### src/rtl/mcg_consts.vh
// constants for the microcontroller address map and interrupt glue
// assumes inclusion by rtl files only; definitions only
`ifndef MCG_CONSTS_VH
`define MCG_CONSTS_VH

// i/o register offsets (byte addresses = offset * 4 on the bus)
`define MCG_IDX_PA_DATA     8'h00
`define MCG_IDX_PB_DATA     8'h01
`define MCG_IDX_PC_DATA     8'h02
`define MCG_IDX_PA_DIR      8'h04
`define MCG_IDX_PB_DIR      8'h05
`define MCG_IDX_PC_DIR      8'h06
`define MCG_IDX_TICK_CS     8'h08
`define MCG_IDX_TICK_CNT    8'h09
`define MCG_IDX_CAR_PH      8'h10
`define MCG_IDX_CAR_PL      8'h11
`define MCG_IDX_CAR_SH      8'h12
`define MCG_IDX_CAR_SL      8'h13
`define MCG_IDX_MOD_CS      8'h14
`define MCG_IDX_MOD_PU      8'h15
`define MCG_IDX_MOD_ML      8'h16
`define MCG_IDX_MOD_SL      8'h17
// own registers: factory options, cpu-side status
`define MCG_IDX_OPTIONS     8'h20
`define MCG_IDX_PULLUP      8'h21
`define MCG_IDX_STATUS      8'h22

// address map
`define MCG_IO_LAST         14'h001f
`define MCG_RAM_FIRST       14'h0020
`define MCG_RAM_LAST        14'h017f
`define MCG_ROM_FIRST       14'h0180
`define MCG_ROM_LAST        14'h3faf
`define MCG_BURN_FIRST      14'h3fb0
`define MCG_BURN_LAST       14'h3fef
`define MCG_VEC_FIRST       14'h3ff0
`define MCG_VEC_SYS_FIRST   14'h3ff6

// region codes
`define MCG_REG_NONE        3'h0
`define MCG_REG_IO          3'h1
`define MCG_REG_RAM         3'h2
`define MCG_REG_ROM         3'h3
`define MCG_REG_BURN        3'h4
`define MCG_REG_VEC         3'h5

// field positions and write masks
`define MCG_OPT_STOP        0
`define MCG_OPT_LEVEL       1
`define MCG_OPT_SECURE      2
`define MCG_CS_CLEAR_OVF    3
`define MCG_CS_CLEAR_PER    2
`define MCG_CS_WR_MASK      8'h33
`define MCG_CARRIER_PRIMARY_HIGH_MASK       8'hbf
`define MCG_CARRIER_SECONDARY_HIGH_MASK       8'h3f
`define MCG_MODULATOR_CTRL_STATUS_MASK       8'h3f

// misc
`define MCG_AXI_OKAY        2'h0
`define MCG_AXI_SLVERR      2'h2
`define MCG_ZERO8           8'h00

`endif

### src/rtl/mcg_addr_decode.v
// region decoder for the 16 kbyte cpu address space
// assumes a 14-bit cpu address from the same clock domain
`timescale 1ns/1ps
`include "mcg_consts.vh"
module mcg_addr_decode (
  // cpu address
  input  wire [13:0] addr,
  // decoded region and system vector flag
  output reg  [2:0]  region,
  output wire        sys_vector
);
  always @* begin
    if (addr <= `MCG_IO_LAST) begin
      region = `MCG_REG_IO;
    end else if (addr <= `MCG_RAM_LAST) begin
      region = `MCG_REG_RAM;
    end else if (addr <= `MCG_ROM_LAST) begin
      region = `MCG_REG_ROM;
    end else if (addr <= `MCG_BURN_LAST) begin
      region = `MCG_REG_BURN;
    end else begin
      region = `MCG_REG_VEC;
    end
  end
  // ten top bytes hold reset and interrupt vectors
  assign sys_vector = (addr >= `MCG_VEC_SYS_FIRST);
endmodule

### src/rtl/mcg_top.v
// What this block does
// - stop option clear makes stop behave as wait; set keeps stop.
// - sensitivity option 1 gives edge and level, 0 falling edge only.
// - keyscan inputs use the same sensitivity as the request pin.
// - request pin edge detect sees falling edges; level sees held low.
// - a low request pulse sets the internal request latch to 1.
// - latch tested after instruction end; taken if set and unmasked.
// - bus clock runs at half the oscillator rate.
// - reset pin low resets core, ports, registers, interrupt and modes; axi port and bus clock are not reset.
// - low-power reset holds device in reset, processor clocks stopped.
// - after any reset all port direction bits are cleared.
// - each port b line has its own pullup and keyscan enable.
// - port c is a full eight-bit port with data and direction.
// - decoder maps 16 kbyte of i/o, ram, user rom, burn-in rom.
// - port data at 0x00-0x02, direction at 0x04-0x06, 0x03/0x07 free.
// - timer control at 0x08 with flags bits 7,6; counter at 0x09.
// - user rom 0x0180-0x3faf, sixteen vector bytes 0x3ff0-0x3fff.
// - burn-in rom decodes 0x3fb0 to 0x3fef.
// - bytes 0x3ff6-0x3fff are vectors; 0x3ff0-0x3ff5 decode as vector region with sys_vector clear.
// - rom contents cannot be read out externally when secured.
// - user ram decodes 0x0020 to 0x017f.
// - a masked request stays latched, served once mask clears.
//
// holds the axi4-lite register slave, interrupt latch, reset and clocks
// assumes pins are asynchronous; cpu core signals share aclk
//
// The AXI4-Lite register port was decided locally.
`timescale 1ns/1ps
`include "mcg_consts.vh"
module mcg_top (
  // clock and bus reset
  input  wire        aclk,
  input  wire        aresetn,
  // axi4-lite write address
  input  wire [7:0]  s_axi_awaddr,
  input  wire        s_axi_awvalid,
  output wire        s_axi_awready,
  // axi4-lite write data
  input  wire [31:0] s_axi_wdata,
  input  wire [3:0]  s_axi_wstrb,
  input  wire        s_axi_wvalid,
  output wire        s_axi_wready,
  // axi4-lite write response
  output reg  [1:0]  s_axi_bresp,
  output reg         s_axi_bvalid,
  input  wire        s_axi_bready,
  // axi4-lite read address
  input  wire [7:0]  s_axi_araddr,
  input  wire        s_axi_arvalid,
  output wire        s_axi_arready,
  // axi4-lite read data
  output reg  [31:0] s_axi_rdata,
  output reg  [1:0]  s_axi_rresp,
  output reg         s_axi_rvalid,
  input  wire        s_axi_rready,
  // device pins
  input  wire        reset_n_pin,
  input  wire        low_power_reset_pin_n,
  input  wire        irq_n_pin,
  input  wire [7:0]  port_b_pin,
  // factory options
  input  wire        stop_instr_option,
  input  wire        irq_level_option,
  input  wire [7:0]  keyscan_pullup_option,
  input  wire        rom_secure_option,
  // cpu core side
  input  wire [13:0] cpu_addr,
  input  wire        cpu_stop_instr,
  input  wire        cpu_wait_instr,
  input  wire        cpu_instr_done,
  input  wire        cpu_int_mask,
  input  wire        cpu_int_ack,
  input  wire        cpu_external_fetch,
  output wire [2:0]  cpu_region,
  output wire        cpu_sys_vector,
  output wire        cpu_read_block,
  output reg         cpu_int_start,
  output reg         stop_mode,
  output reg         wait_mode,
  output reg         bus_clk,
  output reg         proc_clk_en,
  output reg         core_reset,
  // timer hookups
  input  wire [7:0]  tick_timer_count,
  input  wire        tick_overflow_flag,
  input  wire        periodic_int_flag,
  output wire        tick_overflow_clear,
  output wire        periodic_flag_clear,
  // port outputs
  output reg  [7:0]  port_a_data,
  output reg  [7:0]  port_b_data,
  output reg  [7:0]  port_c_data,
  output reg  [7:0]  port_a_direction,
  output reg  [7:0]  port_b_direction,
  output reg  [7:0]  port_c_direction,
  output wire [7:0]  port_b_pullup_en
);
  // synchronisers: first stage read only by the second
  reg [10:0] sync1;
  reg [10:0] sync2;
  always @(posedge aclk) begin
    sync1 <= {reset_n_pin, low_power_reset_pin_n, irq_n_pin, port_b_pin};
    sync2 <= sync1;
  end
  wire       rst_pin_n = sync2[10];
  wire       lp_pin_n  = sync2[9];
  wire       irq_n     = sync2[8];
  wire [7:0] kb_pins   = sync2[7:0];

  // device reset: bus reset, reset pin or low-power reset
  wire dev_rst = !aresetn || !rst_pin_n || !lp_pin_n;
  always @(posedge aclk) begin
    core_reset  <= dev_rst;
    proc_clk_en <= aresetn && lp_pin_n;
  end

  // bus clock toggles each rising aclk edge: half the oscillator rate
  always @(posedge aclk) begin
    if (!aresetn) begin
      bus_clk <= 1'b0;
    end else if (!lp_pin_n) begin
      bus_clk <= 1'b0;
    end else begin
      bus_clk <= !bus_clk;
    end
  end

  // keyscan lines enabled per bit by option, shared with request pin
  wire [7:0] kb_low = ~kb_pins & keyscan_pullup_option;
  wire       ext_low = !irq_n || (|kb_low);
  reg        ext_low_q;
  reg        irq_latch;
  wire       fall = ext_low && !ext_low_q;
  wire       lvl  = irq_level_option && ext_low;
  assign port_b_pullup_en = keyscan_pullup_option;

  always @(posedge aclk) begin
    if (dev_rst) begin
      ext_low_q     <= 1'b0;
      irq_latch     <= 1'b0;
      cpu_int_start <= 1'b0;
    end else begin
      ext_low_q     <= ext_low;
      cpu_int_start <= 1'b0;
      // set wins over the acknowledge clear; masked request is held
      if (fall || lvl) begin
        irq_latch <= 1'b1;
      end else if (cpu_int_ack) begin
        irq_latch <= 1'b0;
      end
      if (cpu_instr_done && irq_latch && !cpu_int_mask) begin
        cpu_int_start <= 1'b1;
      end
    end
  end

  // stop and wait low-power modes, left on any interrupt
  always @(posedge aclk) begin
    if (dev_rst) begin
      stop_mode <= 1'b0;
      wait_mode <= 1'b0;
    end else if (irq_latch) begin
      stop_mode <= 1'b0;
      wait_mode <= 1'b0;
    end else if (cpu_stop_instr && stop_instr_option) begin
      stop_mode <= 1'b1;
    end else if (cpu_wait_instr || cpu_stop_instr) begin
      wait_mode <= 1'b1;
    end
  end

  // address decoder
  mcg_addr_decode u_dec (
    .addr       (cpu_addr),
    .region     (cpu_region),
    .sys_vector (cpu_sys_vector)
  );
  // rom fetch by an outside agent is blocked when secured
  assign cpu_read_block = rom_secure_option && cpu_external_fetch &&
    (cpu_region >= `MCG_REG_ROM);

  // axi4-lite write path: take address and data in either order
  reg        aw_held;
  reg        w_held;
  reg [7:0]  aw_addr;
  reg [31:0] w_data;
  reg [3:0]  w_strb;
  assign s_axi_awready = !aw_held && !s_axi_bvalid;
  assign s_axi_wready  = !w_held && !s_axi_bvalid;
  wire       aw_take = s_axi_awvalid && s_axi_awready;
  wire       w_take  = s_axi_wvalid && s_axi_wready;
  wire       wa_ok   = aw_held || aw_take;
  wire       wd_ok   = w_held || w_take;
  wire [7:0] wa      = aw_held ? aw_addr : s_axi_awaddr;
  wire [31:0] wd     = w_held ? w_data : s_axi_wdata;
  wire [3:0] ws      = w_held ? w_strb : s_axi_wstrb;
  wire       do_wr   = wa_ok && wd_ok && !s_axi_bvalid;
  wire [5:0] widx    = wa[7:2];
  wire       wlane   = ws[0];
  wire [7:0] wbyte   = wd[7:0];

  // own registers
  reg [7:0] tick_cs;
  reg [7:0] car_ph;
  reg [7:0] car_pl;
  reg [7:0] car_sh;
  reg [7:0] car_sl;
  reg [7:0] mod_cs;
  reg [7:0] mod_pu;
  reg [7:0] mod_ml;
  reg [7:0] mod_sl;
  reg       wr_mapped;
  reg       clr_ovf;
  reg       clr_per;

  always @* begin
    case ({2'b00, widx})
      `MCG_IDX_PA_DATA, `MCG_IDX_PB_DATA, `MCG_IDX_PC_DATA,
      `MCG_IDX_PA_DIR, `MCG_IDX_PB_DIR, `MCG_IDX_PC_DIR,
      `MCG_IDX_TICK_CS, `MCG_IDX_TICK_CNT, `MCG_IDX_CAR_PH,
      `MCG_IDX_CAR_PL, `MCG_IDX_CAR_SH, `MCG_IDX_CAR_SL,
      `MCG_IDX_MOD_CS, `MCG_IDX_MOD_PU, `MCG_IDX_MOD_ML,
      `MCG_IDX_MOD_SL, `MCG_IDX_OPTIONS, `MCG_IDX_PULLUP,
      `MCG_IDX_STATUS: wr_mapped = 1'b1;
      default: wr_mapped = 1'b0;
    endcase
  end

  // timer flag clears are one-cycle pulses, never stored
  wire cs_wr = do_wr && wlane && ({2'b00, widx} == `MCG_IDX_TICK_CS);
  always @* begin
    clr_ovf = cs_wr && wbyte[`MCG_CS_CLEAR_OVF];
    clr_per = cs_wr && wbyte[`MCG_CS_CLEAR_PER];
  end
  assign tick_overflow_clear = clr_ovf;
  assign periodic_flag_clear = clr_per;

  always @(posedge aclk) begin
    if (dev_rst) begin
      port_a_direction <= `MCG_ZERO8;
      port_b_direction <= `MCG_ZERO8;
      port_c_direction <= `MCG_ZERO8;
      port_a_data      <= `MCG_ZERO8;
      port_b_data      <= `MCG_ZERO8;
      port_c_data      <= `MCG_ZERO8;
      tick_cs          <= `MCG_ZERO8;
      car_ph           <= `MCG_ZERO8;
      car_pl           <= `MCG_ZERO8;
      car_sh           <= `MCG_ZERO8;
      car_sl           <= `MCG_ZERO8;
      mod_cs           <= `MCG_ZERO8;
      mod_pu           <= `MCG_ZERO8;
      mod_ml           <= `MCG_ZERO8;
      mod_sl           <= `MCG_ZERO8;
    end else if (do_wr && wlane) begin
      case ({2'b00, widx})
        `MCG_IDX_PA_DATA: port_a_data <= wbyte;
        `MCG_IDX_PB_DATA: port_b_data <= wbyte;
        `MCG_IDX_PC_DATA: port_c_data <= wbyte;
        `MCG_IDX_PA_DIR:  port_a_direction <= wbyte;
        `MCG_IDX_PB_DIR:  port_b_direction <= wbyte;
        `MCG_IDX_PC_DIR:  port_c_direction <= wbyte;
        `MCG_IDX_TICK_CS: tick_cs <= wbyte & `MCG_CS_WR_MASK;
        `MCG_IDX_CAR_PH:  car_ph <= wbyte & `MCG_CARRIER_PRIMARY_HIGH_MASK;
        `MCG_IDX_CAR_PL:  car_pl <= wbyte & `MCG_CARRIER_PRIMARY_HIGH_MASK;
        `MCG_IDX_CAR_SH:  car_sh <= wbyte & `MCG_CARRIER_SECONDARY_HIGH_MASK;
        `MCG_IDX_CAR_SL:  car_sl <= wbyte & `MCG_CARRIER_SECONDARY_HIGH_MASK;
        `MCG_IDX_MOD_CS:  mod_cs <= wbyte & `MCG_MODULATOR_CTRL_STATUS_MASK;
        `MCG_IDX_MOD_PU:  mod_pu <= wbyte;
        `MCG_IDX_MOD_ML:  mod_ml <= wbyte;
        `MCG_IDX_MOD_SL:  mod_sl <= wbyte;
        default: ;
      endcase
    end
  end

  always @(posedge aclk) begin
    if (!aresetn) begin
      aw_held      <= 1'b0;
      w_held       <= 1'b0;
      aw_addr      <= `MCG_ZERO8;
      w_data       <= 32'h00000000;
      w_strb       <= 4'h0;
      s_axi_bvalid <= 1'b0;
      s_axi_bresp  <= `MCG_AXI_OKAY;
    end else begin
      if (aw_take) begin
        aw_addr <= s_axi_awaddr;
      end
      if (w_take) begin
        w_data <= s_axi_wdata;
        w_strb <= s_axi_wstrb;
      end
      if (do_wr) begin
        aw_held      <= 1'b0;
        w_held       <= 1'b0;
        s_axi_bvalid <= 1'b1;
        s_axi_bresp  <= wr_mapped ? `MCG_AXI_OKAY : `MCG_AXI_SLVERR;
      end else begin
        aw_held <= aw_held || aw_take;
        w_held  <= w_held || w_take;
        if (s_axi_bvalid && s_axi_bready) begin
          s_axi_bvalid <= 1'b0;
        end
      end
    end
  end

  // read path: one cycle from address to data
  assign s_axi_arready = !s_axi_rvalid;
  wire [7:0] ridx = {2'b00, s_axi_araddr[7:2]};
  reg  [7:0] rbyte;
  reg        rmapped;
  always @* begin
    rmapped = 1'b1;
    case (ridx)
      `MCG_IDX_PA_DATA:  rbyte = port_a_data;
      `MCG_IDX_PB_DATA:  rbyte = port_b_data;
      `MCG_IDX_PC_DATA:  rbyte = port_c_data;
      `MCG_IDX_PA_DIR:   rbyte = port_a_direction;
      `MCG_IDX_PB_DIR:   rbyte = port_b_direction;
      `MCG_IDX_PC_DIR:   rbyte = port_c_direction;
      // flags live in the timer; clear bits always read zero
      `MCG_IDX_TICK_CS:  rbyte = {tick_overflow_flag, periodic_int_flag,
                                  6'h00} |
                                 tick_cs;
      `MCG_IDX_TICK_CNT: rbyte = tick_timer_count;
      `MCG_IDX_CAR_PH:   rbyte = car_ph;
      `MCG_IDX_CAR_PL:   rbyte = car_pl;
      `MCG_IDX_CAR_SH:   rbyte = car_sh;
      `MCG_IDX_CAR_SL:   rbyte = car_sl;
      `MCG_IDX_MOD_CS:   rbyte = mod_cs;
      `MCG_IDX_MOD_PU:   rbyte = mod_pu;
      `MCG_IDX_MOD_ML:   rbyte = mod_ml;
      `MCG_IDX_MOD_SL:   rbyte = mod_sl;
      `MCG_IDX_OPTIONS:  rbyte = {5'h00, rom_secure_option,
                                  irq_level_option, stop_instr_option};
      `MCG_IDX_PULLUP:   rbyte = keyscan_pullup_option;
      `MCG_IDX_STATUS:   rbyte = {4'h0, irq_latch, ext_low,
                                  wait_mode, stop_mode};
      default: begin
        rbyte   = `MCG_ZERO8;
        rmapped = 1'b0;
      end
    endcase
  end

  always @(posedge aclk) begin
    if (!aresetn) begin
      s_axi_rvalid <= 1'b0;
      s_axi_rdata  <= 32'h00000000;
      s_axi_rresp  <= `MCG_AXI_OKAY;
    end else if (s_axi_arvalid && s_axi_arready) begin
      s_axi_rvalid <= 1'b1;
      s_axi_rdata  <= {24'h000000, rbyte};
      s_axi_rresp  <= rmapped ? `MCG_AXI_OKAY : `MCG_AXI_SLVERR;
    end else if (s_axi_rvalid && s_axi_rready) begin
      s_axi_rvalid <= 1'b0;
    end
  end
endmodule

### config.mk
export PLATFORM = sky130hd
export DESIGN_NAME = mcg_top
export DESIGN_NICKNAME = d
export VERILOG_FILES = /design/src/rtl/mcg_addr_decode.v /design/src/rtl/mcg_top.v
export VERILOG_INCLUDE_DIRS = /design/src /design/src/rtl
export SDC_FILE = /design/constraint.sdc
export NUM_CORES = 1
export LEC_CHECK = 0
export ABC_CLOCK_PERIOD_IN_PS = 3050
export BUFFER_PORTS_ARGS = -buffer_cell sky130_fd_sc_hd__buf_4
export CAP_MARGIN = 20
export CELL_PAD_IN_SITES_DETAIL_PLACEMENT = 1
export CELL_PAD_IN_SITES_GLOBAL_PLACEMENT = 1
export CORE_UTILIZATION = 40
export CTS_BUF_LIST = sky130_fd_sc_hd__clkbuf_8
export CTS_CLUSTER_DIAMETER = 200
export CTS_CLUSTER_SIZE = 30
export DETAILED_ROUTE_END_ITERATION = 12
export PLACE_DENSITY_LB_ADDON = 0.25
export SLEW_MARGIN = 30
export SYNTH_ARGS = -nofsm -noshare
export SYNTH_HDL_FRONTEND = slang
export SYNTH_SLANG_ARGS = --single-unit
### constraint.sdc
create_clock -name aclk -period 3.05 [get_ports aclk]
set_input_delay 0.7625 -clock aclk [delete_from_list [all_inputs] [get_ports aclk]]
set_output_delay 0.7625 -clock aclk [all_outputs]
set_load 0.01 [all_outputs]
==> results.cfg <==
[run_status]
status = finished, final reports clean

[floorplan]
chipHeight_um = 141
fp-row-count = 50
io_pins = 221
start_util = 0.410
core_area_um2 = 18800
die_x_um = 141
die_area_um2 = 19800

[cells_and_area]
antenna_cells = 0
area_growth_pct = 23.8
layout.nets = 1076
final_cell_count_no_fill = 1212
fin_util = 0.508
final_cell_area_um2 = 9530
drive_gt1_frac = 0.270
n_fill_cell = 2170

[place]
place_congestion = 0.824
place_area_um2 = 9090
dp_hpwl_mm = 18.7
portBuffers = 162
placed_cells = 1180
dp_worst_setup_slack_ps = 164

[global_routing]
overflow = 0
grt_pass1_wl_mm = 39.1
grt_util_all_layers = 0.263
antenna_found_initial = 0
grt_pass1_vias = 6694
grt_max_degree = 42

[logic_synthesis]
post_synth_most_frequent_cells = dfxtp_1, nor2_1, mux2i_1
avgSynthCellArea_um2 = 9.46
syn-cell-area_um2 = 7700
yosysTopAreaCellShare = 0.434
yosysMostFrequentCell = dfxtp_1
synth.area.top_cells = dfxtp_1, mux2i_1, nor2_1
async_reset_ff_frac = 0
yosysWarnings = 0
synth_xor_xnor_area_share = 0
synth_cells = 814
seq_area_frac_synth = 0.434
synth-edff-count = 0
synth-main-ff-cell = dfxtp_1
yosys.area_share.simple = 0.190
ys_seq_elements = 167
yosysTopAreaCell = dfxtp_1
synth.area.mux_share = 0.185
yosysUniqueCellTypes = 71
synthAdderAreaFrac = 0
synth_top_family_by_area = simple AND/OR/NAND/NOR gates
synth-compound-area-share = 0.121

[pwr]
clkPwrFrac = 0.380
swShare = 0.299
powerDensity_nw_per_um2 = 471
p_int_mw = 3.14
p_leak_nw = 4.07
vdd_ir_drop_max_v = 0.000313
combPwrFrac = 0.117
power.switching_mw = 1.34
seqPwrFrac = 0.503
fin_total_pwr_mw = 4.49

[sta]
hold_viol = 0
tightest_slew_ps = 571
fin_crit_sh = 0.944
setup_viol = 0
fin_tns_setup_ps = 0
clock_skew_ps = 18.1
max_freq_mhz = 347
slew_headroom = 0.615
hold_ws_ps = 334
rsz0062_at_grt = no
slew_viol_final = 0
period_needed_ps = 2880
setup_ws_ps = 170

[worst_setup_path]
start_kind = primary input
critical_path_arrival_ps = 2120
cp-end-kind = output port
crit_type = in -> out
worst-path-max-fanout = 4
critical_path_required_ps = 2290

[drt]
vias = 6789
antenna_left = 0
drt_iter0_markers = 470
vias_per_cell = 5.60
wl_per_cell_um = 21.2
firstDrtPassIters = 5
drc_errors = 0
wirelength_mm = 25.7

[clocking]
cts_buffer_depth = 2
ctsHoldBuffers = 0
clk_pin_slew_ps = 90
htreeDepth = 4
clock-sinks = 167
cts-root-buf = clkbuf_8
cts_tree = done
clk_latency_ps = 480
numCtsBuffers = 17

[worst_hold_path]
min_path_type = reg -> reg

[job]
maxCapViolations = 0
## cells in the final DEF (no fill, tap or decap), drive strengths merged, types with 17 or more instances in the layout
cell    Yosys  final
buf        47    195
dfxtp     167    167
nor2      132    132
mux2i     125    125
nand2      41     41
conb        1     26
nand3      20     20
a22oi      18     18
a21oi      18     18
clkbuf     41     17
## power groups by stage
stage / registers [mW] / logic, mW / clock network [mW]
2_1_floorplan: 2.29 / 0.321 / 0
3_3_place_gp: 2.30 / 0.512 / 0
3_5_place_dp: 2.31 / 0.520 / 0
4_1_cts: 2.26 / 0.524 / 1.73
5_1_grt: 2.26 / 0.565 / 1.82
6_report: 2.26 / 0.524 / 1.71
## state kept, by name, summed over array words and instances (netlist names), 7 cells and up
register          cells
sync1                11
port_b_data           8
car_pl                7
mod_sl                8
mod_ml                8
car_ph                7
mod_pu                8
s_axi_rdata           8
port_c_data           8
w_data                8
sync2                11
port_a_direction      8
port_a_data           8
port_b_direction      8
port_c_direction      8
## area by class of cell
class,instances,area [um^2],share of cell area
Clock inverter,15,203,0.0213
Sequential cell,167,3340,0.351
Inverter,9,33.8,0.00354
Timing Repair Buffer,195,1490,0.156
Tap cell,234,293,0.0307
Clock buffer,17,234,0.0245
Multi-Input combinational cell,575,3940,0.413
## routing by layer
| layer | up-vias | global-route usage | wire length (um) | share of wire |
|---|---|---|---|---|
| met2 | 267 | 0.413 | 11800 | 0.46 |
| li1 | 3129 | - | - | - |
| met1 | 3349 | 0.348 | 11500 | 0.45 |
| met3 | 44 | 0.0574 | 1720 | 0.067 |
| met5 | - | 0 | 0 | 0 |
| met4 | 0 | 0.107 | 658 | 0.026 |
## final timing paths
path,start,to,slack (ps),depth (start not counted)
setup reg to reg,aw_held$_SDFF_PP0_,mod_sl[7]$_SDFFE_PP0P_,660,5
setup / recovery,cpu_addr[10],cpu_region[0],170,6
hold reg to reg,sync1[9]$_DFF_P_,sync2[9]$_DFF_P_,330,0
hold / removal,sync1[9]$_DFF_P_,sync2[9]$_DFF_P_,330,0
## timing repair
item                       in CTS  in global routing
setup endpoints to repair       2                  0
gates resized for setup         2                  0
buffers inserted                0                  0
## cell families (layout without fill, tap and decap cells)
family | after synthesis | in the layout
flops | 167 | 167
mux | 139 | 139
other cells | 1 | 26
buf+inv | 97 | 236
compound gates | 121 | 121
simple gates | 289 | 289
## worst max-delay path, cell delays in order
cell	delay, ps
buf_4	110
or4_1	520
nor2_1	260
a22oi_1	150
a21o_1	180
buf_4	140
(Power assumes the default switching activity.)
